<file path="src/rtl/dci_pkg.sv">
`default_nettype none
package dci_pkg;
	// register offsets
	localparam logic [7:0] ADDR_REVISION = 8'h0b;
	localparam logic [7:0] ADDR_CONTROL  = 8'h0c;
	localparam logic [7:0] ADDR_LIVE     = 8'h0d;
	localparam logic [7:0] ADDR_MASK     = 8'h0e;
	localparam logic [7:0] ADDR_POLARITY = 8'h0f;
	localparam logic [7:0] ADDR_FLAGS    = 8'h10;

	// device_control field positions
	localparam int CTL_SW_RESET_N   = 7;
	localparam int CTL_SW_SYNC_N    = 6;
	localparam int CTL_AUTO_SYNC    = 4;
	localparam int CTL_SYNC_MUTE    = 3;
	localparam int CTL_SYSCLK_SRC   = 2;
	localparam int CTL_PLL_ORDER    = 1;
	localparam int CTL_AUTO_START   = 0;

	// interrupt source positions (same for live, mask, polarity, flags)
	localparam int SRC_A_LOL        = 7;
	localparam int SRC_A_LOS        = 6;
	localparam int SRC_A_CAL        = 5;
	localparam int SRC_B_LOL        = 4;
	localparam int SRC_B_LOS        = 3;
	localparam int SRC_B_CAL        = 2;
	localparam int SRC_A_SWITCHBACK = 1;
	localparam int SRC_B_SWITCHBACK = 0;

	// reset values and write masks
	localparam logic [7:0] CONTROL_RESET  = 8'hd9;
	localparam logic [7:0] CONTROL_WMASK  = 8'hdf;
	localparam logic [7:0] REVISION_RESET = 8'h00;
	localparam logic [7:0] MASK_RESET     = 8'h00;
	localparam logic [7:0] POLARITY_RESET = 8'h00;
	localparam logic [7:0] FLAGS_RESET    = 8'h00;
	localparam logic [7:0] LIVE_RESET     = 8'h00;
	localparam logic [7:0] READ_UNMAPPED  = 8'h00;

	// timing
	localparam int CLK_PERIOD_PS       = 5000;
	localparam int AUTO_SYNC_HOLD_NS   = 100;
	localparam logic [7:0] AUTO_SYNC_CYCLES =
		8'((AUTO_SYNC_HOLD_NS * 1000 + CLK_PERIOD_PS - 1) / CLK_PERIOD_PS);

	typedef enum logic [2:0] {
		ST_HALT      = 3'b000,
		ST_WAIT_A    = 3'b001,
		ST_WAIT_LOCK = 3'b010,
		ST_AUTO_SYNC = 3'b011,
		ST_RUN       = 3'b100
	} dci_seq_t;

	typedef struct packed {
		logic [7:0] addr;
		logic       wr;
		logic       rd;
		logic [7:0] wdata;
	} dci_reg_req_t;

	typedef struct packed {
		logic pll_a_cal_start;
		logic pll_b_cal_start;
		logic core_reset;
		logic outputs_enable;
		logic outputs_mute;
		logic sync_active;
		logic sysclk_after_lock;
		logic revision_load_req;
	} dci_device_control_t;

	typedef struct packed {
		logic [7:0] prev;
		logic [7:0] flags;
	} dci_flag_state_t;
endpackage
`default_nettype wire

</file>
<file path="src/rtl/dci_edge_flags.sv">
`default_nettype none
module dci_edge_flags (
	input  wire logic       ref_clk_i,
	input  wire logic       rst_n_i,
	input  wire logic [7:0] src_i,
	input  wire logic [7:0] polarity_i,
	input  wire logic       clear_we_i,
	input  wire logic [7:0] clear_data_i,
	output logic      [7:0] flags_o
);
	dci_pkg::dci_flag_state_t s_q;
	dci_pkg::dci_flag_state_t s_d;
	logic [7:0]               edge_hit;
	logic [7:0]               keep;

	always_comb begin
		s_d      = s_q;
		edge_hit = (polarity_i & src_i & ~s_q.prev) | (~polarity_i & ~src_i & s_q.prev); // RL14
		keep     = clear_we_i ? clear_data_i : 8'hff; // RL14
		s_d.prev  = src_i;
		s_d.flags = (s_q.flags & keep) | edge_hit; // RL14
	end

	always_ff @(posedge ref_clk_i) begin
		if (!rst_n_i) begin
			s_q.prev  <= dci_pkg::LIVE_RESET;
			s_q.flags <= dci_pkg::FLAGS_RESET;
		end else begin
			s_q <= s_d;
		end
	end

	assign flags_o = s_q.flags;
endmodule
`default_nettype wire

</file>
<file path="src/rtl/dci_ctrl_regs.sv">
`default_nettype none
// Function
// [RL1] revision byte reloaded from nonvolatile memory after each reset and commit
// [RL2] software reset bit low holds device in reset, registers untouched
// [RL3] software sync bit low acts like the sync input pin; resets high
// [RL4] auto sync bit set: one synchronisation after lock at startup; resets high
// [RL5] sync mute bit set mutes all outputs while synchronising
// [RL6] control bit 2 selects system clock source once lock is reached
// [RL7] order bit set: both plls calibrate together; second always recalibrates
// [RL8] auto start set: lock and enable after reset; clear: halt until set
// [RL9] power-on, reset pin and software reset all restart the startup sequence
// [RL10] live status shows the present level of all eight sources, unmasked
// [RL11] live bits: a lol, a los, a cal, b lol, b los, b cal, switchbacks
// [RL12] mask bit set keeps its source off the interrupt output; resets 0
// [RL13] live status and revision are read-only; live reads 0 after reset
// [RL14] flag set by programmed edge of its source, cleared by writing 0
// [RL15] reserved control bits ignore writes and read back 0
// [RL16] software reset and sync bits act as levels while low only
module dci_ctrl_regs (
	input  wire logic                  ref_clk_i,
	input  wire logic                  rst_n_i,
	input  wire logic                  external_reset_pin_n_i,
	input  wire logic                  sync_input_pin_i,
	input  wire dci_pkg::dci_reg_req_t reg_req_i,
	input  wire logic                  pll_a_locked_i,
	input  wire logic                  pll_b_locked_i,
	input  wire logic                  pll_a_loss_of_lock_i,
	input  wire logic                  pll_a_loss_of_signal_i,
	input  wire logic                  pll_a_calibrating_i,
	input  wire logic                  pll_b_loss_of_lock_i,
	input  wire logic                  pll_b_loss_of_signal_i,
	input  wire logic                  pll_b_calibrating_i,
	input  wire logic                  pll_a_ref_switchback_i,
	input  wire logic                  pll_b_ref_switchback_i,
	input  wire logic                  nvm_commit_done_i,
	input  wire logic                  nvm_revision_valid_i,
	input  wire logic            [7:0] nvm_revision_i,
	output logic                 [7:0] reg_rdata_o,
	output logic                       reg_rvalid_o,
	output logic                       interrupt_o,
	output dci_pkg::dci_device_control_t      device_control_o
);
	typedef struct packed {
		logic [7:0]            device_control;
		logic [7:0]            image_revision;
		logic [7:0]            interrupt_live_status;
		logic [7:0]            interrupt_source_mask;
		logic [7:0]            flag_polarity;
		dci_pkg::dci_seq_t     seq;
		logic [7:0]            sync_cnt;
		logic [7:0]            rdata;
		logic                  rvalid;
		logic                  irq;
		dci_pkg::dci_device_control_t ctl;
	} dci_state_t;

	dci_state_t s_q;
	dci_state_t s_d;
	logic [7:0] sources;
	logic [7:0] flags;
	logic       dev_reset;
	logic       sync_req;
	logic       flag_clear_we;

	function automatic logic hit(input dci_pkg::dci_reg_req_t req, input logic [7:0] addr);
		hit = req.wr && (req.addr == addr);
	endfunction

	always_comb begin
		sources = '0;
		sources[dci_pkg::SRC_A_LOL]        = pll_a_loss_of_lock_i; // RL11
		sources[dci_pkg::SRC_A_LOS]        = pll_a_loss_of_signal_i; // RL11
		sources[dci_pkg::SRC_A_CAL]        = pll_a_calibrating_i; // RL11
		sources[dci_pkg::SRC_B_LOL]        = pll_b_loss_of_lock_i; // RL11
		sources[dci_pkg::SRC_B_LOS]        = pll_b_loss_of_signal_i; // RL11
		sources[dci_pkg::SRC_B_CAL]        = pll_b_calibrating_i; // RL11
		sources[dci_pkg::SRC_A_SWITCHBACK] = pll_a_ref_switchback_i; // RL11
		sources[dci_pkg::SRC_B_SWITCHBACK] = pll_b_ref_switchback_i; // RL11
	end

	assign flag_clear_we = hit(reg_req_i, dci_pkg::ADDR_FLAGS);

	dci_edge_flags u_flags (
		.ref_clk_i    (ref_clk_i),
		.rst_n_i      (rst_n_i),
		.src_i        (s_q.interrupt_live_status),
		.polarity_i   (s_q.flag_polarity),
		.clear_we_i   (flag_clear_we),
		.clear_data_i (reg_req_i.wdata),
		.flags_o      (flags)
	);

	always_comb begin
		s_d = s_q;

		// device reset from pin or software bit; registers are kept
		dev_reset = !external_reset_pin_n_i
			|| !s_q.device_control[dci_pkg::CTL_SW_RESET_N]; // RL2 RL9 RL16
		sync_req  = !s_q.device_control[dci_pkg::CTL_SW_SYNC_N]
			|| sync_input_pin_i; // RL3 RL16

		// register writes
		if (hit(reg_req_i, dci_pkg::ADDR_CONTROL)) begin
			s_d.device_control = reg_req_i.wdata & dci_pkg::CONTROL_WMASK; // RL15
		end else if (hit(reg_req_i, dci_pkg::ADDR_MASK)) begin
			s_d.interrupt_source_mask = reg_req_i.wdata; // RL12
		end else if (hit(reg_req_i, dci_pkg::ADDR_POLARITY)) begin
			s_d.flag_polarity = reg_req_i.wdata;
		end

		// live view of sources, never gated
		s_d.interrupt_live_status = sources; // RL10

		// revision reload after reset release or commit
		s_d.ctl.revision_load_req = (s_q.ctl.core_reset && !dev_reset)
			|| nvm_commit_done_i; // RL1
		if (nvm_revision_valid_i) begin
			s_d.image_revision = nvm_revision_i; // RL1
		end

		// interrupt output
		s_d.irq = |(s_q.interrupt_live_status & ~s_q.interrupt_source_mask); // RL12

		// register reads, one cycle latency
		s_d.rvalid = reg_req_i.rd;
		if (!reg_req_i.rd) begin
			s_d.rdata = s_q.rdata;
		end else if (reg_req_i.addr == dci_pkg::ADDR_REVISION) begin
			s_d.rdata = s_q.image_revision; // RL13
		end else if (reg_req_i.addr == dci_pkg::ADDR_CONTROL) begin
			s_d.rdata = s_q.device_control & dci_pkg::CONTROL_WMASK; // RL15
		end else if (reg_req_i.addr == dci_pkg::ADDR_LIVE) begin
			s_d.rdata = s_q.interrupt_live_status; // RL13
		end else if (reg_req_i.addr == dci_pkg::ADDR_MASK) begin
			s_d.rdata = s_q.interrupt_source_mask;
		end else if (reg_req_i.addr == dci_pkg::ADDR_POLARITY) begin
			s_d.rdata = s_q.flag_polarity;
		end else if (reg_req_i.addr == dci_pkg::ADDR_FLAGS) begin
			s_d.rdata = flags; // RL14
		end else begin
			s_d.rdata = dci_pkg::READ_UNMAPPED;
		end

		// startup sequencer
		s_d.ctl.pll_a_cal_start = 1'b0;
		s_d.ctl.pll_b_cal_start = 1'b0;
		s_d.ctl.core_reset      = dev_reset; // RL2 RL9
		if (dev_reset) begin
			s_d.seq      = dci_pkg::ST_HALT; // RL9
			s_d.sync_cnt = '0;
		end else begin
			case (s_q.seq)
				dci_pkg::ST_HALT: begin
					if (s_q.device_control[dci_pkg::CTL_AUTO_START]) begin // RL8
						s_d.ctl.pll_a_cal_start = 1'b1;
						if (s_q.device_control[dci_pkg::CTL_PLL_ORDER]) begin
							s_d.ctl.pll_b_cal_start = 1'b1; // RL7
							s_d.seq = dci_pkg::ST_WAIT_LOCK;
						end else begin
							s_d.seq = dci_pkg::ST_WAIT_A;
						end
					end
				end
				dci_pkg::ST_WAIT_A: begin
					// a lock seen right after the start pulse is stale
					if (pll_a_locked_i && !s_q.ctl.pll_a_cal_start) begin
						s_d.ctl.pll_b_cal_start = 1'b1;
						s_d.seq = dci_pkg::ST_WAIT_LOCK;
					end
				end
				dci_pkg::ST_WAIT_LOCK: begin
					if (pll_a_locked_i && pll_b_locked_i && !s_q.ctl.pll_a_cal_start
						&& !s_q.ctl.pll_b_cal_start) begin
						if (s_q.device_control[dci_pkg::CTL_AUTO_SYNC]) begin // RL4
							s_d.seq      = dci_pkg::ST_AUTO_SYNC;
							s_d.sync_cnt = dci_pkg::AUTO_SYNC_CYCLES;
						end else begin
							s_d.seq = dci_pkg::ST_RUN;
						end
					end
				end
				dci_pkg::ST_AUTO_SYNC: begin
					s_d.sync_cnt = s_q.sync_cnt - 8'h01; // RL4
					if (s_q.sync_cnt == 8'h01) begin
						s_d.seq = dci_pkg::ST_RUN;
					end
				end
				dci_pkg::ST_RUN: begin
					s_d.seq = dci_pkg::ST_RUN;
				end
				default: begin
					s_d.seq = dci_pkg::ST_HALT;
				end
			endcase
		end

		// output drive after the sequencer decision
		s_d.ctl.sync_active = !dev_reset && ((s_d.seq == dci_pkg::ST_AUTO_SYNC)
			|| (s_d.seq == dci_pkg::ST_RUN && sync_req)); // RL3 RL4
		s_d.ctl.outputs_mute = s_d.ctl.sync_active
			&& s_q.device_control[dci_pkg::CTL_SYNC_MUTE]; // RL5
		s_d.ctl.outputs_enable = !dev_reset && !s_d.ctl.outputs_mute
			&& ((s_d.seq == dci_pkg::ST_RUN) || (s_d.seq == dci_pkg::ST_AUTO_SYNC)); // RL5 RL8
		s_d.ctl.sysclk_after_lock = !dev_reset
			&& s_q.device_control[dci_pkg::CTL_SYSCLK_SRC]
			&& ((s_d.seq == dci_pkg::ST_RUN) || (s_d.seq == dci_pkg::ST_AUTO_SYNC)); // RL6
	end

	always_ff @(posedge ref_clk_i) begin
		if (!rst_n_i) begin
			s_q.device_control        <= dci_pkg::CONTROL_RESET; // RL3 RL4
			s_q.image_revision        <= dci_pkg::REVISION_RESET;
			s_q.interrupt_live_status <= dci_pkg::LIVE_RESET; // RL13
			s_q.interrupt_source_mask <= dci_pkg::MASK_RESET; // RL12
			s_q.flag_polarity         <= dci_pkg::POLARITY_RESET;
			s_q.seq                   <= dci_pkg::ST_HALT;
			s_q.sync_cnt              <= '0;
			s_q.rdata                 <= '0;
			s_q.rvalid                <= 1'b0;
			s_q.irq                   <= 1'b0;
			s_q.ctl                   <= '0;
			s_q.ctl.core_reset        <= 1'b1; // RL1 RL9
		end else begin
			s_q <= s_d;
		end
	end

	assign reg_rdata_o  = s_q.rdata;
	assign reg_rvalid_o = s_q.rvalid;
	assign interrupt_o  = s_q.irq;
	assign device_control_o    = s_q.ctl;
endmodule
`default_nettype wire

</file>
<file path="config.mk">
export PLATFORM = sky130hd
export DESIGN_NAME = dci_ctrl_regs
export DESIGN_NICKNAME = d
export VERILOG_FILES = /design/src/rtl/dci_pkg.sv /design/src/rtl/dci_edge_flags.sv /design/src/rtl/dci_ctrl_regs.sv
export SDC_FILE = /design/constraint.sdc
export NUM_CORES = 1
export LEC_CHECK = 0
export BUFFER_PORTS_ARGS = -buffer_cell sky130_fd_sc_hd__buf_4
export CAP_MARGIN = 0
export CORE_AREA = 5 5 121 123
export CTS_CLUSTER_SIZE = 30
export DETAILED_ROUTE_END_ITERATION = 12
export DIE_AREA = 0 0 126 128
export GPL_ROUTABILITY_DRIVEN = 1
export PLACE_DENSITY = 0.45
export SETUP_SLACK_MARGIN = 0.4
export SYNTH_ARGS = -nofsm -noshare
export SYNTH_HDL_FRONTEND = slang
export SYNTH_SLANG_ARGS = --single-unit
</file>
<file path="constraint.sdc">
create_clock -name ref_clk_i -period 2.6 [get_ports ref_clk_i]
set_input_delay 0.52 -clock ref_clk_i [delete_from_list [all_inputs] [get_ports ref_clk_i]]
set_output_delay 0.52 -clock ref_clk_i [all_outputs]
set_load 0.05 [all_outputs]
</file>
Word level (Yosys, flattened, before mapping)

Index checks and enable logic that the tools add are counted.

Memory bits (read-only): 0
Output and inout bits: 18
Memory bits (writable): 0
Register bits: 84
Memories kept: 0
Bits of input ports: 42
Latch bits: 0

Multiply operators: 0
Shift-type cells: 0
Add/sub/neg operators: 1
Bitwise logic cells: 16
Divide/modulo/power cells: 0
Order comparisons: 0
Reduce and logical (&&, ||, !) cells: 36
Equality and inequality tests: 15
Mux-type cells: 21

Operators with widths:

| kind                                                                | count |
|---|---|
| 8-bit two-way mux                                                   | 8 |
| 8-bit AND                                                           | 6 |
| 8-bit by 4-bit == test with 1-bit output (second input constant)    | 5 |
| 8-bit inverter                                                      | 4 |
| 11-bit two-way mux                                                  | 2 |
| 1-bit logical AND                                                   | 16 |
| 8-bit bitwise OR                                                    | 2 |
| 8-bit one-hot mux with 2 select lines                               | 1 |
| 3-bit one-hot mux with 5 select lines                               | 1 |
| 3-bit two-way mux                                                   | 4 |
| 3-bit by 2-bit == test with 1-bit output (second input constant)    | 3 |
| 8-bit by 1-bit == test with 1-bit output (second input constant)    | 1 |
| 8-bit by 5-bit == test with 1-bit output (second input constant)    | 1 |
| 8-bit OR reduction                                                  | 1 |
| 8-bit by 1-bit subtractor with 8-bit output (second input constant) | 1 |
| 1-bit logical NOT                                                   | 7 |
| 3-bit == test (second input constant)                               | 2 |
| 3-bit AND reduction                                                 | 2 |
| 1-bit logical OR                                                    | 5 |
| 2-bit two-way mux                                                   | 2 |
| 2-bit inequality test (second input constant)                       | 2 |
| 1-bit inverter                                                      | 4 |
| 3-bit by 1-bit == test with 1-bit output (second input constant)    | 1 |
| 3-bit logical NOT                                                   | 1 |
| 6 further kinds                                                     | 7 |

Logic depth before layout (Yosys ltp)

Word-level depth: 14
Mapped depth: 6
Mapped depth without buffers: 6

Cells and area by module

Synthesis repeated with hierarchy kept, for this count alone.

Cell total of the unflattened synthesis: 435
Area total of the unflattened synthesis: 4035.1 µm²

Modules (own cells, without submodules):

| module         | sequential area each (µm²) | cells each | area an instance (µm²) | instances |
|---|---|---|---|---|
| dci_ctrl_regs  | 1361.3                     | 367        | 3309.4                 | 1 |
| dci_edge_flags | 320.3                      | 68         | 725.7                  | 1 |

Worst setup path before layout

Ideal clock, no wire load.

Path kind: input -> register
From: input port reg_req_i[11] in the netlist's numbering
To: register, netlist name u_flags.flags_o[0]
Stages on the path: 6
Library setup time: 0.132 ns
Arrival time: 1.916 ns
Buffers on the path: 2
Slack: 0.552 ns
Path through: or4b_4 > buf_6 > or4_1 > clkbuf_1 > o21ai_1 > a21oi_1

Longest elaborated chain between the ends: 5

Ends and longest elaborated chain:

| item                                     | RTL line             | source |
|---|---|---|
| from (decl)                              | dci_ctrl_regs.sv:24  | `input wire dci_pkg::dci_reg_req_t reg_req_i,` |
| 8-bit by 5-bit == test with 1-bit output | dci_ctrl_regs.sv:66  | `hit = req.wr && (req.addr == addr);` |
| 1-bit logical AND                        | dci_ctrl_regs.sv:66  |  |
| 8-bit two-way mux                        | dci_edge_flags.sv:19 | `keep = clear_we_i ? clear_data_i : 8'hff;` |
| 8-bit AND                                | dci_edge_flags.sv:21 | `s_d.flags = (s_q.flags & keep) \| edge_hit;` |
| 8-bit bitwise OR                         | dci_edge_flags.sv:21 |  |

Every way passes these cells.
A chain may end at the register's enable or synchronous reset.

Worst setup path after layout

From: input port reg_req_i[15] in the netlist's numbering
To: register s_q[33] in the netlist's numbering

Longest elaborated chain between the ends: 4
Elaborated cells on any way between the ends: 9
Classes of those cells: eq/ne (3); bitwise (2); reduce/logical (4)

Ends and longest elaborated chain:

| item                                     | RTL line            | source |
|---|---|---|
| 8-bit by 4-bit == test with 1-bit output | dci_ctrl_regs.sv:66 |  |
| 1-bit logical AND                        | dci_ctrl_regs.sv:66 |  |
| 1-bit inverter (no line)                 | -                   |  |
| 3-bit AND reduction (no line) (*)        | -                   |  |
| to (decl)                                | dci_ctrl_regs.sv:57 | `dci_state_t s_q;` |

Every way passes the cells marked *; elsewhere a longest branch is shown, timed or not.

==> summary.md <==
| Metric | Value |
|---|---|
| Status | complete, no violations |
| Worst endpoint data arrival time | 2240 ps |
| Xor/xnor cell area share of the yosys netlist | 0 |
| Most frequent cells in the layout | dfxtp_1 (84), buf_4 (70), nor2_1 (48) |
| Yosys reg bits | 84 |
| Routed Antenna Nets | 0 |
| Critical path launch point | reg_req_i[15] |
| Fmax | 0.495 GHz |
| Post-synth EDFFs | 0 |
| Net Sw Frac | 0.230 |
| Nets | 557 |
| Final setup fails | 0 |
| Sequential power share | 0.428 |
| DRT Pass-1 Iters | 4 |
| IO buf count | 59 |
| Vias in the first global route | 3402 |
| Final Total Pwr | 0.00316 W |
| H-tree depth | 3 |
| First-pass GRT wire length | 18900 µm |
| CP cell instances | buf_4 -> or3_1 -> or4_1 -> mux2i_1 -> nor2_1 |
| Die area | 16100 µm² |
| Rows | 43 |
| Worst path buffer plus inverter count | 1 |
| Routed len/inst | 16.6 µm |
| Leak | 1.92 nW |
| Slew Viols, Final | 0 |
| Final clock skew | 7.29 ps |
| DP HPWL | 8640 µm |
| Switching power | 0.000728 W |
| Worst path max stage delay | 790 ps |
| WP data required | 2820 ps |
| Clk pwr share | 0.479 |
| Max-cap viol count | 0 |
| Routed WL | 11600 µm |
| Die Width | 126 µm |
| CTS Root Cell | clkbuf_16 |
| WP depth | 5 |
| Final hold viol count | 0 |
| Netlist Area Pre-Place | 3940 µm² |
| Remaining DRCs | 0 |
| Worst VDD drop | 0.274 mV |
| Largest family of logic cells by synthesized area | simple AND/OR/NAND/NOR gates |
| Die H | 128 µm |
| Slowest CP cell | or4_1 |
| CTS Buf Count | 9 |
| Setup slack, reg-to-reg | 780 ps |
| Warnings, synthesis | 0 |
| Worst-case clock buffer depth | 2 |
| Ports | 60 |
| Core Region | 13600 µm² |
| Total track usage | 0.150 |
| Critical path capture point | s_q[33]$_SDFFE_PN0P_ |
| Layout Area Growth over Synthesis | 22.3% |
| Vias | 3439 |
| PwrDens | 657 nW/µm² |
| Startpoint Class | input port |
| Slew headroom | 0.553 |
| Hold_buf cts | 0 |
| Critical path type | in -> reg |
| Post-synthesis compound-gate area fraction | 0.165 |
| Antenna cells | 0 |
| Mean cell area of the mapped netlist | 8.30 µm² |
| Most common cell after layout, fill and taps aside | dfxtp_1 |
| Largest net degree at the start of global routing | 39 |
| Total negative slack | 0 ps |
| Syn_nets | 518 |
| Vias/cell | 4.93 |
| Reg2reg end | device_control_o[3]$_SDFF_PN0_ |
| Grt ovf | 0 |
| Yosys cell types | 55 |
| Synth Flop Type | dfxtp_1 |
| Seq/Total Area, Yosys | 0.427 |
| CTS tree | yes |
| DRT iter0 DRCs | 210 |
| Setup crit end kind | register |
| Synth Area in Simple Gates | 0.251 |
| HP Class | in -> reg |
| TritonCTS Sinks | 84 |
| Initial Util | 0.290 |
| Fillers | 1429 |
| Setup Fix Bufs, Post-CTS | 0 |
| P_int | 0.00244 W |
| R2r worst-path depth | 4 |
| R2r startpoint | s_q[20]$_SDFFE_PP0P_ |
| Least-Margin Pin Slew | 671 ps |
| Syn Inst Count | 474 |
| Layout cells sized above 1 | 0.181 |
| Worst-path clk slew | 60 ps |
| Post-synthesis mux area share | 0.0699 |
| Initial antenna violation count | 0 |
| Clock insertion delay at the later pin of the skew report | 350 ps |
| RSZ-0062 raised after global routing | no |
| Final worst path period share | 0.777 |
| Min Tclk post-route | 2020 ps |
| Gpl congestion | 0.850 |
| Combinational power share | 0.093 |
| Synth Area in Adders | 0.00636 |
| Cts repair resizes | 0 |
| Critical path fanouts, max | 9 |
| Ys async rst share | 0 |
| Delay-heaviest family, CP | simple AND/OR/NAND/NOR gates |
==> synth_stat cells (all sizes together), types with 2 or more instances <==
| cell type | instances | area (µm²) |
|---|---|---|
| a221oi | 5 | 43.8 |
| ha | 2 | 25.0 |
| nand3b | 3 | 22.5 |
| o21ai | 22 | 110 |
| nor3b | 7 | 52.6 |
| nand4b | 2 | 17.5 |
| nand2b | 11 | 68.8 |
| nor3 | 15 | 75.1 |
| nor4 | 8 | 56.3 |
| or3 | 2 | 12.5 |
| nand2 | 33 | 124 |
| a31oi | 8 | 50.1 |
| and2 | 9 | 56.3 |
| or4 | 7 | 52.6 |
| o21a | 4 | 30.0 |
| buf | 19 | 140 |
| mux2 | 2 | 22.5 |
| or2 | 2 | 12.5 |
| clkbuf | 23 | 86.3 |
| o22ai | 7 | 43.8 |
| nor2 | 48 | 180 |
| nand3 | 24 | 120 |
| o31ai | 2 | 15.0 |
| a21oi | 44 | 220 |
| or3b | 2 | 17.5 |
| inv | 24 | 90.1 |
| and3 | 2 | 12.5 |
| mux2i | 23 | 230 |
| o21bai | 3 | 22.5 |
| and3b | 2 | 17.5 |
| nor2b | 6 | 37.5 |
| dfxtp | 84 | 1680 |
| o221ai | 3 | 26.3 |
==> worst reg2reg max path: stages, from the launching register on <==
cell,delay (ps)
dfxtp_1,340
or4_1,580
nor4_1,520
o31a_1,230
nor3b_1,50
==> per-layer routing <==
layer,vias up,track usage,share of wire
met5,-,0,0
met4,0,0.0530,0.020
met3,15,0.0408,0.047
met2,74,0.236,0.47
met1,1613,0.198,0.47
li1,1737,-,-
==> kinds of logic after synthesis <==
| kind of cell | Yosys count |
|---|---|
| simple gates | 188 |
| fa+ha+maj | 2 |
| compound gates | 108 |
| mux | 26 |
| buf+inv | 66 |
| flops | 84 |
==> per-stage QoR <==
| stage | std cells | setup WS [ps] | util | instance area [µm²] | hold slack, ps |
|---|---|---|---|---|---|
| floorplan | 474 | 552 | - | 3940 | 421 |
| global placement | 682 | 222 | 0.329 | 4460 | 450 |
| detailed placement | 682 | 206 | 0.329 | 4460 | 464 |
| CTS | 698 | 579 | 0.355 | 4810 | 353 |
| global route | 698 | 481 | 0.355 | 4810 | 389 |
| finish | 698 | 580 | 0.355 | 4810 | 367 |
==> registers in the layout, indices dropped and copies added, names as in the netlist <==
signal            cells
s_q                  50
device_control_o      8
reg_rdata_o           8
u_flags.flags_o       8
u_flags.s_q           8
interrupt_o           1
reg_rvalid_o          1
==> power groups by stage <==
stage | sequential (W) | combinational, W | clock (W)
5_1_grt | 0.00136 | 0.000321 | 0.00162
4_1_cts | 0.00135 | 0.000297 | 0.00156
3_3_place_gp | 0.00138 | 0.000295 | 0
6_report | 0.00135 | 0.000293 | 0.00152
2_1_floorplan | 0.00138 | 0.000182 | 0
3_5_place_dp | 0.00138 | 0.000295 | 0
==> area by class of cell <==
cell class              count  area (µm²)  share of cell area
multi-input cells         324        1940               0.403
clock buffers              12         256              0.0533
inverters                  24        90.1              0.0187
flip-flops and latches     84        1680               0.349
repair buffers             70         526               0.109
well taps                 180         225              0.0468
clock inverters             4        95.1              0.0198
==> how the worst min path moves through the flow <==
stage	from	end	slack [ps]	cells after the start
after floorplan	s_q[63]$_SDFFE_PN0P_	device_control_o[1]$_SDFF_PN0_	420	2
final	nvm_commit_done_i	device_control_o[0]$_SDFF_PN0_	370	3
after global routing	pll_b_loss_of_lock_i	s_q[49]$_SDFF_PN0_	390	2
after detailed placement	device_control_o[5]$_SDFF_PN1_	device_control_o[0]$_SDFF_PN0_	460	2
after CTS	nvm_commit_done_i	device_control_o[0]$_SDFF_PN0_	350	3
after global placement	device_control_o[5]$_SDFF_PN1_	device_control_o[0]$_SDFF_PN0_	450	2
Power figures use the tool's default switching activity.
